<file path="src/hw/pll_regs_pkg.sv">
// Purpose: constants and carriers for the synthesizer control register bank
// Assumes: register accesses arrive as decoded word writes and reads on i_clk_sys
// Notes: the forwarding packet is shifted out by pll_fwd_shifter
`default_nettype none
package pll_regs_pkg;
	localparam logic [4:0] ADDR_ID = 5'h00;
	localparam logic [4:0] ADDR_ENABLE = 5'h01;
	localparam logic [4:0] ADDR_REFDIV = 5'h02;
	localparam logic [4:0] ADDR_INTG = 5'h03;
	localparam logic [4:0] ADDR_FRAC = 5'h04;
	localparam logic [4:0] ADDR_WINDOW = 5'h05;
	localparam int SOFT_RESET_BIT = 5;
	localparam int SEL_PIN_BIT = 0;
	localparam int SW_ENABLE_BIT = 1;
	localparam int HOLD_LO_BIT = 2;
	localparam int HOLD_COUNT = 6;
	localparam logic [9:0] ENABLE_RESET = 10'h002;
	localparam logic [13:0] REFDIV_RESET = 14'h0001;
	localparam logic [18:0] INTG_RESET = 19'h00019;
	localparam logic [23:0] FRAC_RESET = 24'h000000;
	localparam logic [15:0] WINDOW_RESET = 16'h0000;
	localparam int FWD_BITS = 16;
	typedef struct packed {
		logic [8:0] subsystem_payload;
		logic [3:0] subsystem_reg_index;
		logic [2:0] subsystem_target_id;
	} fwd_packet_t;
	typedef struct packed {
		logic valid;
		logic write;
		logic [4:0] addr;
		logic [23:0] data;
	} reg_access_t;
endpackage
`default_nettype wire

</file>
<file path="src/hw/pll_fwd_shifter.sv">
// Purpose: shifts a forwarding packet onto the internal serial link
// Assumes: a start pulse is ignored while a shift is under way
// Notes: one bit per clock, framed by o_frame
`timescale 1ns/1ps
`default_nettype none
module pll_fwd_shifter
(
	input wire logic i_clk_sys,
	input wire logic i_rst_n,
	input wire logic i_start,
	input wire logic [15:0] i_packet,
	output logic o_busy,
	output logic o_frame,
	output logic o_sdata
);
	typedef enum logic {IDLE, SHIFT} shift_state_t;
	shift_state_t state_r;
	logic [15:0] shreg_r;
	logic [4:0] cnt_r;

	always_ff @(posedge i_clk_sys or negedge i_rst_n)
	begin
		if (!i_rst_n)
		begin
			state_r <= IDLE;
			shreg_r <= 16'h0000;
			cnt_r <= 5'h00;
		end
		else
		begin
			case (state_r)
				IDLE:
				begin
					if (i_start)
					begin
						state_r <= SHIFT;
						shreg_r <= i_packet;
						cnt_r <= 5'(pll_regs_pkg::FWD_BITS - 1);
					end
				end
				SHIFT:
				begin
					shreg_r <= {shreg_r[14:0], 1'b0};
					cnt_r <= cnt_r - 5'h01;
					if (cnt_r == 5'h00)
					begin
						state_r <= IDLE;
					end
				end
				default: state_r <= IDLE;
			endcase
		end
	end

	assign o_busy = (state_r == SHIFT);
	assign o_frame = (state_r == SHIFT);
	assign o_sdata = (state_r == SHIFT) ? shreg_r[15] : 1'b0;

	// frame lasts exactly sixteen cycles
	a_frame_length: assert property (@(posedge i_clk_sys) disable iff (!i_rst_n)
		$rose(o_frame) |-> o_frame [*8] ##1 o_frame [*8] ##1 !o_frame)
		else $error("frame length wrong");
	a_first_bit_msb: assert property (@(posedge i_clk_sys) disable iff (!i_rst_n)
		(state_r == IDLE && i_start) |=> o_sdata == $past(i_packet[15]))
		else $error("first bit not msb");
endmodule
`default_nettype wire

</file>
<file path="src/hw/pll_control_register_bank.sv">
// Purpose: control register bank of a fractional-N synthesizer
// Assumes: the serial port front end delivers whole decoded accesses as one-cycle pulses
// Notes: window writes arriving during a shift are queued for one packet
`timescale 1ns/1ps
`default_nettype none
module pll_control_register_bank
#(
	parameter logic [23:0] DEVICE_IDENTITY_WORD = 24'h123456 // arbitrary value
)
(
	input wire logic i_clk_sys,
	input wire logic i_rst_n,
	input wire pll_regs_pkg::reg_access_t i_acc,
	input wire logic i_chip_enable_pin,
	input wire logic [8:0] i_cal_payload,
	input wire logic i_cal_valid,
	output logic [23:0] o_rdata,
	output logic o_rvalid,
	output logic [4:0] o_open_read_addr,
	output logic o_soft_reset,
	output logic o_synth_enable,
	output logic [5:0] o_hold_powered,
	output logic [13:0] o_ref_divider,
	output logic [18:0] o_int_word,
	output logic [23:0] o_frac_word,
	output logic o_fwd_frame,
	output logic o_fwd_sdata
);
	logic pin_s1_r;
	logic pin_s2_r;
	logic [9:0] enable_r;
	logic [13:0] refdiv_r;
	logic [18:0] intg_r;
	logic [23:0] frac_r;
	pll_regs_pkg::fwd_packet_t window_r;
	logic [4:0] rd_addr_r;
	logic soft_r;
	logic pending_r;
	logic launch;
	logic busy;
	logic wr;
	logic rd;
	logic win_wr;

	assign wr = i_acc.valid && i_acc.write;
	assign rd = i_acc.valid && !i_acc.write;
	assign win_wr = wr && i_acc.addr == pll_regs_pkg::ADDR_WINDOW;

	////////////////////////////////////////////////////////////////////
	always_ff @(posedge i_clk_sys or negedge i_rst_n)
	begin
		if (!i_rst_n)
		begin
			pin_s1_r <= 1'b0;
			pin_s2_r <= 1'b0;
		end
		else
		begin
			pin_s1_r <= i_chip_enable_pin;
			pin_s2_r <= pin_s1_r;
		end
	end

	////////////////////////////////////////////////////////////////////
	// identity never written
	always_ff @(posedge i_clk_sys or negedge i_rst_n)
	begin
		if (!i_rst_n)
		begin
			rd_addr_r <= 5'h00;
			soft_r <= 1'b0;
		end
		else
		begin
			soft_r <= 1'b0;
			if (wr && i_acc.addr == pll_regs_pkg::ADDR_ID)
			begin
				rd_addr_r <= i_acc.data[4:0];
				soft_r <= i_acc.data[pll_regs_pkg::SOFT_RESET_BIT];
			end
		end
	end

	////////////////////////////////////////////////////////////////////
	always_ff @(posedge i_clk_sys or negedge i_rst_n)
	begin
		if (!i_rst_n)
		begin
			enable_r <= pll_regs_pkg::ENABLE_RESET;
			refdiv_r <= pll_regs_pkg::REFDIV_RESET;
			intg_r <= pll_regs_pkg::INTG_RESET;
			frac_r <= pll_regs_pkg::FRAC_RESET;
		end
		else if (soft_r)
		begin
			enable_r <= pll_regs_pkg::ENABLE_RESET;
			refdiv_r <= pll_regs_pkg::REFDIV_RESET;
			intg_r <= pll_regs_pkg::INTG_RESET;
			frac_r <= pll_regs_pkg::FRAC_RESET;
		end
		else if (wr)
		begin
			if (i_acc.addr == pll_regs_pkg::ADDR_ENABLE)
			begin
				enable_r <= i_acc.data[9:0];
			end
			else if (i_acc.addr == pll_regs_pkg::ADDR_REFDIV)
			begin
				refdiv_r <= i_acc.data[13:0];
			end
			else if (i_acc.addr == pll_regs_pkg::ADDR_INTG)
			begin
				intg_r <= i_acc.data[18:0];
			end
			else if (i_acc.addr == pll_regs_pkg::ADDR_FRAC)
			begin
				frac_r <= i_acc.data[23:0];
			end
		end
	end

	////////////////////////////////////////////////////////////////////
	// window holds the latest written packet, with calibration replacing only its payload; a write during a shift waits
	always_ff @(posedge i_clk_sys or negedge i_rst_n)
	begin
		if (!i_rst_n)
		begin
			window_r <= pll_regs_pkg::WINDOW_RESET;
			pending_r <= 1'b0;
		end
		else
		begin
			if (win_wr)
			begin
				window_r <= i_acc.data[15:0];
			end
			else if (i_cal_valid)
			begin
				window_r.subsystem_payload <= i_cal_payload;
			end
			if (win_wr || i_cal_valid)
			begin
				pending_r <= 1'b1;
			end
			else if (launch)
			begin
				pending_r <= 1'b0;
			end
		end
	end

	assign launch = pending_r && !busy;

	pll_fwd_shifter u_shift
	(
		.i_clk_sys(i_clk_sys),
		.i_rst_n(i_rst_n),
		.i_start(launch),
		.i_packet(window_r),
		.o_busy(busy),
		.o_frame(o_fwd_frame),
		.o_sdata(o_fwd_sdata)
	);

	////////////////////////////////////////////////////////////////////
	always_ff @(posedge i_clk_sys or negedge i_rst_n)
	begin
		if (!i_rst_n)
		begin
			o_rdata <= 24'h000000;
			o_rvalid <= 1'b0;
		end
		else
		begin
			o_rvalid <= rd;
			if (rd)
			begin
				if (i_acc.addr == pll_regs_pkg::ADDR_ID)
				begin
					o_rdata <= DEVICE_IDENTITY_WORD;
				end
				else if (i_acc.addr == pll_regs_pkg::ADDR_ENABLE)
				begin
					o_rdata <= {14'h0000, enable_r};
				end
				else if (i_acc.addr == pll_regs_pkg::ADDR_REFDIV)
				begin
					o_rdata <= {10'h000, refdiv_r};
				end
				else if (i_acc.addr == pll_regs_pkg::ADDR_INTG)
				begin
					o_rdata <= {5'h00, intg_r};
				end
				else if (i_acc.addr == pll_regs_pkg::ADDR_FRAC)
				begin
					o_rdata <= frac_r;
				end
				else if (i_acc.addr == pll_regs_pkg::ADDR_WINDOW)
				begin
					o_rdata <= {8'h00, window_r};
				end
				else
				begin
					o_rdata <= 24'h000000;
				end
			end
		end
	end

	////////////////////////////////////////////////////////////////////
	// enable source select
	assign o_synth_enable = enable_r[pll_regs_pkg::SEL_PIN_BIT] ? pin_s2_r
		: enable_r[pll_regs_pkg::SW_ENABLE_BIT];
	assign o_hold_powered = enable_r[pll_regs_pkg::HOLD_LO_BIT +: pll_regs_pkg::HOLD_COUNT];
	assign o_open_read_addr = rd_addr_r;
	assign o_soft_reset = soft_r;
	assign o_ref_divider = refdiv_r;
	assign o_int_word = intg_r;
	assign o_frac_word = frac_r;

	////////////////////////////////////////////////////////////////////
	a_id_fixed: assert property (@(posedge i_clk_sys) disable iff (!i_rst_n)
		rd && i_acc.addr == pll_regs_pkg::ADDR_ID |=> o_rvalid && o_rdata == DEVICE_IDENTITY_WORD)
		else $error("identity read wrong");
	a_id_after_write: assert property (@(posedge i_clk_sys) disable iff (!i_rst_n)
		wr && i_acc.addr == pll_regs_pkg::ADDR_ID ##[1:4] rd && i_acc.addr == pll_regs_pkg::ADDR_ID
		|=> o_rdata == DEVICE_IDENTITY_WORD)
		else $error("identity altered by write");
	a_read_addr_cap: assert property (@(posedge i_clk_sys) disable iff (!i_rst_n)
		wr && i_acc.addr == pll_regs_pkg::ADDR_ID |=> o_open_read_addr == $past(i_acc.data[4:0]))
		else $error("read address not captured");
	a_soft_pulse: assert property (@(posedge i_clk_sys) disable iff (!i_rst_n)
		wr && i_acc.addr == pll_regs_pkg::ADDR_ID && i_acc.data[5] |=> o_soft_reset ##1 enable_r == 10'h002)
		else $error("soft reset missing");
	a_enable_source: assert property (@(posedge i_clk_sys) disable iff (!i_rst_n)
		!enable_r[0] |-> o_synth_enable == enable_r[1])
		else $error("software enable not followed");
	a_pin_source: assert property (@(posedge i_clk_sys) disable iff (!i_rst_n)
		enable_r[0] && $stable(enable_r) |-> o_synth_enable == $past(i_chip_enable_pin, 2))
		else $error("pin enable not followed");
	a_hold_bits: assert property (@(posedge i_clk_sys) disable iff (!i_rst_n)
		wr && i_acc.addr == pll_regs_pkg::ADDR_ENABLE && !soft_r |=> o_hold_powered == $past(i_acc.data[7:2]))
		else $error("hold bits wrong");
	a_cal_payload_only: assert property (@(posedge i_clk_sys) disable iff (!i_rst_n)
		i_cal_valid && !win_wr |=> window_r.subsystem_payload == $past(i_cal_payload)
		&& window_r[6:0] == $past(window_r[6:0]))
		else $error("calibration touched id or index");
	a_window_launch: assert property (@(posedge i_clk_sys) disable iff (!i_rst_n)
		win_wr && !busy && !pending_r |=> ##1 o_fwd_frame)
		else $error("window write not forwarded");
	a_window_read: assert property (@(posedge i_clk_sys) disable iff (!i_rst_n)
		rd && i_acc.addr == pll_regs_pkg::ADDR_WINDOW |=> o_rdata == {8'h00, $past(window_r)})
		else $error("window read wrong");
endmodule
`default_nettype wire

</file>
<file path="config.mk">
export PLATFORM = sky130hd
export DESIGN_NAME = pll_control_register_bank
export DESIGN_NICKNAME = d
export VERILOG_FILES = /design/src/hw/pll_regs_pkg.sv /design/src/hw/pll_fwd_shifter.sv /design/src/hw/pll_control_register_bank.sv
export SDC_FILE = /design/constraint.sdc
export NUM_CORES = 1
export LEC_CHECK = 0
export ABC_CLOCK_PERIOD_IN_PS = 1720
export BUFFER_PORTS_ARGS = -buffer_cell sky130_fd_sc_hd__buf_2
export CORE_UTILIZATION = 45
export DETAILED_ROUTE_END_ITERATION = 8
export PLACE_DENSITY = 0.68
export SLEW_MARGIN = 20
export SYNTH_ARGS = -nofsm -noshare
export SYNTH_HDL_FRONTEND = slang
export SYNTH_SLANG_ARGS = --single-unit
</file>
<file path="constraint.sdc">
create_clock -name i_clk_sys -period 1.72 [get_ports i_clk_sys]
set_input_delay 0.258 -clock i_clk_sys [delete_from_list [all_inputs] [get_ports i_clk_sys]]
set_output_delay 0.258 -clock i_clk_sys [all_outputs]
set_load 0.02 [all_outputs]
</file>
==> results by group, run 1 <==
Run status
  • Status: completed

Clocking
  • CTS Buf Count: 17
  • CTS sink cnt: roughly 140
  • CTS tree: done
  • Maximum clock path buffer count: 2
  • Root Buffer: clkbuf_16
  • Worst-path clk slew: 60 ps
  • H-tree Lvls: 4
  • Latest clock arrival within the worst-skew pair: 420 ps

STA
  • Max Fclk: about 640 MHz
  • Fin crit period: ~1600 ps
  • Final setup margin: between 150 and 200 ps
  • RSZ-0062 raised after global routing: no
  • Relative max-transition margin: 65.0%
  • Worst-Margin Slew: roughly 520 ps
  • Layout Skew: 8.53 ps
  • Final period util: 90.8%
  • Final Slew Violations: 0
  • Setup violations, final: 0
  • Final Hold Viols: 0

Global route
  • Vias in the first global route: a little over 5,000
  • Overall Global Routing Usage: 25.1%
  • Largest net degree at the start of global routing: 51
  • Remaining Overflow, GRT: 0
  • First-pass GRT wire length: 27.3 mm
  • Initial antenna violation count: 0

Placement
  • Placed instance area: 0.00749 mm^2
  • Detailed Place HPWL: 12.4 mm
  • IO buf count: 140
  • Routability Congestion: 0.835
  • Dpl ws: -117 ps

Setup path
  • Data arrival time of the worst path: 1300 ps
  • Setup crit start kind: flop
  • CP Capture Type: output pin
  • Setup Crit Path Kind: flop to output pin
  • Reg2reg setup slack: 330 ps
  • Crit-path max FO: 3
  • WP data required: 1460 ps

Pwr
  • Power per cell area: ~1200 mW/mm^2
  • Leakage: about 4.4 nW
  • VDD IR-drop max: 0.745 mV

Synthesis
  • Mapped Area: 0.00630 mm^2
  • Mapped Nets: 625
  • Cell variety after synth: 40
  • Average footprint of a synthesized cell: 10.9 um^2
  • Count of mapped cells out of synthesis: 580
  • Synth top area cells: dfrtp_1 (53%), mux2i_1 (15%), nand2_1 (4.1%), nor2_1 (4.1%), a21oi_1 (2.8%)
  • Count leader, synth: dfrtp_1
  • Sequential-to-total area share from yosys stat: 55.3%
  • Async set-reset flop share out of synthesis: 100%
  • FF+latch count, synth: 139
  • Number of flops mapped to enable cells by yosys: 0
  • Main synth FF type: dfrtp_1
  • Synth top area share: 53.3%
  • Post-synth top cells: dfrtp_1 (134), mux2i_1 (97), nand2_1 (68), nor2_1 (68), a21oi_1 (35)
  • YS warnings: 0
  • Yosys top cell by area: dfrtp_1

Floorplanning
  • Core area: 0.0135 mm^2
  • Initial core utilization: 46.8%
  • Boundary Pins: 141
  • Die Y: 120 um
  • Horiz. Die Dim: 120 um
  • Rows: 42
  • Die ar.: 0.0145 mm^2

Final layout
  • Share of layout cells above drive strength 1: between 30% and 40%
  • Cell area after layout: between 0.008 and 0.009 mm^2
  • Area growth syn-to-layout: 28.8%
  • Nets@finish: 791
  • Filler Cells Inserted: 1,131
  • Antenna diode instance count: 0

Detailed routing
  • ANT nets after route: 0
  • TritonRoute pass-1 iters: 5
  • # DRC: 0
  • Initial detailed-routing violation count: ~400
  • Total wire length: 17.4 mm
  • Vias per cell: about 5.5
  • DR vias: 5,164
  • Wire per inst: 18.6 um

Min path
  • HP Class: input port to flop

Run
  • Count of max-cap constraint violations: 0
==> power breakdown <==
group / leakage [nW] / total [mW] / internal [mW] / switching, mW
combinational: 2.28 / 1.80 / 0.750 / 1.05
sequential: 1.81 / 4.15 / 3.76 / 0.397
clock: 0.278 / 3.64 / 2.25 / 1.39
==> worst paths after layout <==
check / cells past startpoint / startpoint / to
setup / recovery: 2 / enable_r[0] / o_synth_enable
hold / removal: 3 / i_acc[22] / o_frac_word[22]
setup reg to reg: 5 / u_shift.cnt_r[0] / u_shift.cnt_r[4]
hold reg to reg: 0 / pin_s1_r / pin_s2_r
max in group asynchronous: 3 / i_rst_n / o_rdata[16]
min in group asynchronous: 2 / i_rst_n / u_shift.shreg_r[14]
==> what timing repair did <==
item	in CTS	in global routing
endpoints found under the hold margin	44	0
gates resized for setup	0	1
endpoints found under the setup margin	0	1
hold buffers	2	0
setup buffers	0	0
==> critical path, cell delays in order (launching register included) <==
cell	delay [ps]
dfrtp_1	380
mux2_2	350
buf_2	160
==> logic make-up (layout without fill, tap and decap cells) <==
kind of cell               count (synthesis)  count (layout)  share of synthesized area, %
muxes                                    110             110                          17.7
DFF                                      139             139                          55.3
xor gates and xnor gates                   2               2                         0.278
buffers and inverters                     55             234                          4.09
and+or+nand+nor                          170             170                          11.8
adders and majority gates                  1               1                         0.199
AOI/OAI and AO/OA                        103             103                          10.5
==> final cells by class <==
class	count	area, um^2	share of cell area, %
clock inverter	10	118	1.45
timing repair buffer	190	1200	14.8
inverter	12	45.0	0.556
clock buffer	22	474	5.85
multi-input combinational	386	2560	31.6
tap	176	220	2.72
sequential	139	3490	43.0
==> placed cells by master (no fill, tap or decap), types with 3 or more instances in the layout <==
| cell type | count |
|---|---|
| o22a_1 | 3 |
| inv_1 | 12 |
| buf_4 | 39 |
| nor2b_1 | 5 |
| o21ai_0 | 20 |
| a31oi_1 | 4 |
| and2_1 | 3 |
| clkbuf_8 | 3 |
| dfrtp_1 | 132 |
| buf_2 | 139 |
| or3_1 | 3 |
| a22oi_1 | 3 |
| clkbuf_16 | 17 |
| mux2i_1 | 97 |
| buf_12 | 9 |
| dfstp_2 | 5 |
| a21oi_1 | 35 |
| clkinvlp_4 | 4 |
| a22o_1 | 12 |
| nor3_1 | 6 |
| o22ai_1 | 12 |
| a222oi_1 | 6 |
| nand2_1 | 68 |
| mux2_2 | 13 |
| nor2_1 | 68 |
| nand2b_1 | 4 |
| nand3b_1 | 3 |
==> state kept, by name (all words and copies together), names as in the netlist <==
| register | flops |
|---|---|
| pin_s2_r | 1 |
| u_shift.o_busy | 1 |
| o_frac_word | 24 |
| o_rvalid | 1 |
| u_shift.shreg_r | 16 |
| window_r | 16 |
| o_int_word | 19 |
| o_rdata | 24 |
| enable_r | 10 |
| pending_r | 1 |
| o_soft_reset | 1 |
| o_ref_divider | 14 |
| u_shift.cnt_r | 5 |
| o_open_read_addr | 5 |
| pin_s1_r | 1 |
==> metal layers <==
metal  track usage (%)  share of wire (%)
met1              33.3                 44
met2              40.8                 49
met3              5.57                5.9
met4              8.33                1.3
met5                 0                  0
==> per-stage QoR <==
step | instances | TNS, ps | hold WS (ps) | util (%) | total power [mW]
3_5_place_dp | 901 | -1470 | 248 | 55.7 | 6.00
6_report | 935 | 0 | 93.4 | 60.3 | 9.59
5_1_grt | 935 | 0 | 93.6 | 60.3 | 9.99
3_3_place_gp | 901 | -762 | 246 | 55.7 | 5.91
4_1_cts | 935 | 0 | 77.7 | 60.3 | 9.64
2_1_floorplan | 580 | -140 | -37.6 | - | 5.24
Note: power is estimated with default switching activity, not from simulation.
==> inputs of run 2 (changes only) <==
Settings changed: CORE_UTILIZATION 45 to 50, PLACE_DENSITY 0.68 to 0.75.
==> run 2 against run 1 <==
  * Final area fell by 0.85%
  * Sequential power barely moved
  * Clock power fell by 5%
  * Die area fell by 9.8%
==> results by group, run 2 (synthesis results as in run 1) <==
Global route
  • Largest net degree at the start of global routing: 42 (-18%)
  • Vias in the first global route: 5,179 (+2.2%)
  • Overall Global Routing Usage: 27.6% (+2.5 points)
  • First-pass GRT wire length: 26.8 mm (-1.7%)
  • Remaining Overflow, GRT: 0 (unchanged)
  • Initial antenna violation count: 0 (unchanged)

Detailed routing
  • Vias per cell: 5.63 (+2.0%)
  • ANT nets after route: 0 (unchanged)
  • Total wire length: 17.0 mm (-2.3%)
  • Wire per inst: 18.5 um (-0.94%)
  • DR vias: 5,195 (+0.60%)
  • # DRC: 0 (unchanged)
  • TritonRoute pass-1 iters: 6 (+1)
  • Initial detailed-routing violation count: 482 (+24%)

Final layout
  • Antenna diode instance count: 0 (unchanged)
  • Nets@finish: 786 (-0.63%)
  • Reg area: 0.00349 mm^2 (about the same)
  • Share of layout cells above drive strength 1: 30.6% (-1.4 points)
  • Commonest non-fill, non-tap cells in the layout: buf_2 (139), dfrtp_1 (133), mux2i_1 (97), nor2_1 (68), nand2_1 (68)
  • Filler Cells Inserted: 945 (-16%)
  • Multi-input gate area: 0.00256 mm^2 (unchanged)
  • Area growth syn-to-layout: 27.7%
  • Commonest non-fill, non-tap cell in the layout: buf_2
  • Post-Route Utilization: 66.1% (+5.8 points)

Setup path
  • Data arrival time of the worst path: 1400 ps (+100 ps)
  • Setup Crit Path Kind: flop to output pin
  • CP Capture Type: output pin
  • CP delay by family, top: flip-flops
  • WP data required: 1460 ps (about the same)
  • Max stage delay cell, worst path: dfrtp_1
  • Worst Reg-to-Reg Cells: 5 (unchanged)
  • Reg-to-Reg Start: u_shift.cnt_r[0]
  • Setup crit start kind: flop
  • Critical-path cell list: and2_1, buf_2
  • Worst r2r dst: u_shift.cnt_r[4]
  • Bufs and invs on worst path: 1 (unchanged)
  • Largest stage delay, worst path: 620 ps (+240 ps)
  • Crit-path max FO: 15 (+12)
  • Reg2reg setup slack: 370 ps (+40 ps)

STA
  • RSZ-0062 raised after global routing: no
  • Final Hold Viols: 0 (unchanged)
  • Max Fclk: 605 MHz (-5.6%)
  • Final Slew Violations: 0 (unchanged)
  • Sum Neg Setup Slack: 0 ps (unchanged)
  • Layout Skew: 7.00 ps (-1.54 ps)
  • Fin crit period: 1650 ps (+91.8 ps)
  • Relative max-transition margin: 69.4% (+4.4 points)
  • Final period util: 96.1% (+5.3 points)
  • Setup violations, final: 0 (unchanged)
  • Worst-Margin Slew: 458 ps (-66.3 ps)

Min path
  • HP Class: input port to flop
  • Worst Hold End: o_int_word[16]
  • Hold-critical path depth: 3 (unchanged)
  • Critical hold path startpoint: i_acc[16]

Placement
  • IO buf count: 140 (unchanged)
  • Routability Congestion: 0.869 (+4.2%)
  • Detailed Place HPWL: 11.9 mm (-3.6%)

Pwr
  • Psw: 2.71 mW (-4.5%)
  • VDD IR-drop max: 0.752 mV (+0.96%)
  • Power per cell area: 1170 mW/mm^2 (-1.3%)
  • Comb pwr share: 19.0% (+0.2 points)
  • Reg power frac: 44.2% (+0.9 points)
  • Leakage: 4.34 nW (-0.58%)
  • Clock power share: 36.8% (-1.1 points)
  • Switching Share: 28.9% (-0.72 points)
  • Cell-internal power: 6.68 mW (-1.1%)

Floorplanning
  • Core area: 0.0122 mm^2 (-9.6%)
  • Die ar.: 0.0130 mm^2 (-9.8%)
  • Initial core utilization: 51.8% (+5.0 points)
  • Boundary Pins: 141 (unchanged)
  • Die Y: 114 um (-5.0%)
  • Rows: 40 (-4.8%)
  • Horiz. Die Dim: 114 um (-5.0%)

Clocking
  • Post-CTS Repair Setup Buffers: 0 (unchanged)
  • Resized Gates After CTS: 0 (unchanged)
  • Maximum clock path buffer count: 2 (unchanged)
  • CTS Buf Count: 17 (unchanged)
  • CTS tree: done
  • H-tree Lvls: 4 (unchanged)
  • Root Buffer: clkbuf_16
  • Worst-path clk slew: 60 ps (about the same)
  • Hold Buf Count CTS: 2 (unchanged)
  • Latest clock arrival within the worst-skew pair: 420 ps (about the same)
  • CTS sink cnt: 139 (unchanged)

Run
  • Count of max-cap constraint violations: 0 (unchanged)

Run status
  • Status: completed
[run 2: cell types whose count changed in the layout (fill, tap and decap cells not counted)]
cell / delta
dfrtp_2: -1
clkinv_4: -2
clkbuf_8: +2
buf_12: +1
dfrtp_1: +1
clkinvlp_4: -4
clkbuf_1: +6
bufinv_16: -1
buf_4: -6
clkinv_2: -1
[run 2: metal layers]
metal,vias up,GRT usage (%),part of all wire (%)
li1,2353,-,-
met2,238,44.4,49
met4,0,12.8,1.8
met1,2578,36.0,43
met3,26,5.56,6.4
met5,-,0,0
[run 2: worst max-delay path by stage]
stage | start | end | slack (ps) | depth (start not counted)
after global routing | u_shift.o_busy | o_fwd_sdata | 2 | 2
final | u_shift.o_busy | o_fwd_sdata | 70 | 2
after global placement | i_acc[27] | enable_r[1] | -70 | 7
after CTS | u_shift.o_busy | o_fwd_sdata | 40 | 2
after floorplan | i_acc[27] | o_ref_divider[13] | -10 | 6
after detailed placement | i_acc[27] | enable_r[3] | -100 | 7
[run 2: area by class of cell]
class | instances | share of cell area, %
clock inverters | 2 | 0.436
clock buffers | 30 | 6.52
flip-flops and latches | 139 | 43.4
inverters | 12 | 0.560
multi-input cells | 386 | 31.9
well taps | 168 | 2.61
repair buffers | 185 | 14.6
[run 2: power by group through the flow]
stage                     Clock, mW  Sequential, mW  Combinational, mW
final                          3.46            4.15               1.78
after global routing           3.66            4.21               1.95
after CTS                      3.51            4.14               1.79
after detailed placement          0            4.19               1.78
after global placement            0            4.17               1.72
after floorplan                   0            4.37              0.872
[run 2: worst register-to-register path, delay by kind of cell (launching register included)]
family	cells	cell delay (ps)
flip-flops	1	400
AND/OR/NAND/NOR	1	310
AO/OA/AOI/OAI	1	180
adder cells (fa/ha/maj)	1	170
XOR/XNOR	1	110
buffers and inverters	1	70
[run 2: stage by stage]
step           hold slack, ps  area (um^2)  worst slack, ps  std cells  power, mW
2_1_floorplan           -37.6         6300            -14.0        580       5.24
3_3_place_gp              201         7460            -65.5        888       5.88
3_5_place_dp              203         7460             -105        888       5.97
4_1_cts                  64.7         8040             43.2        922       9.44
5_1_grt                  79.9         8040             2.07        922       9.81
6_report                 82.9         8040             66.6        922       9.39
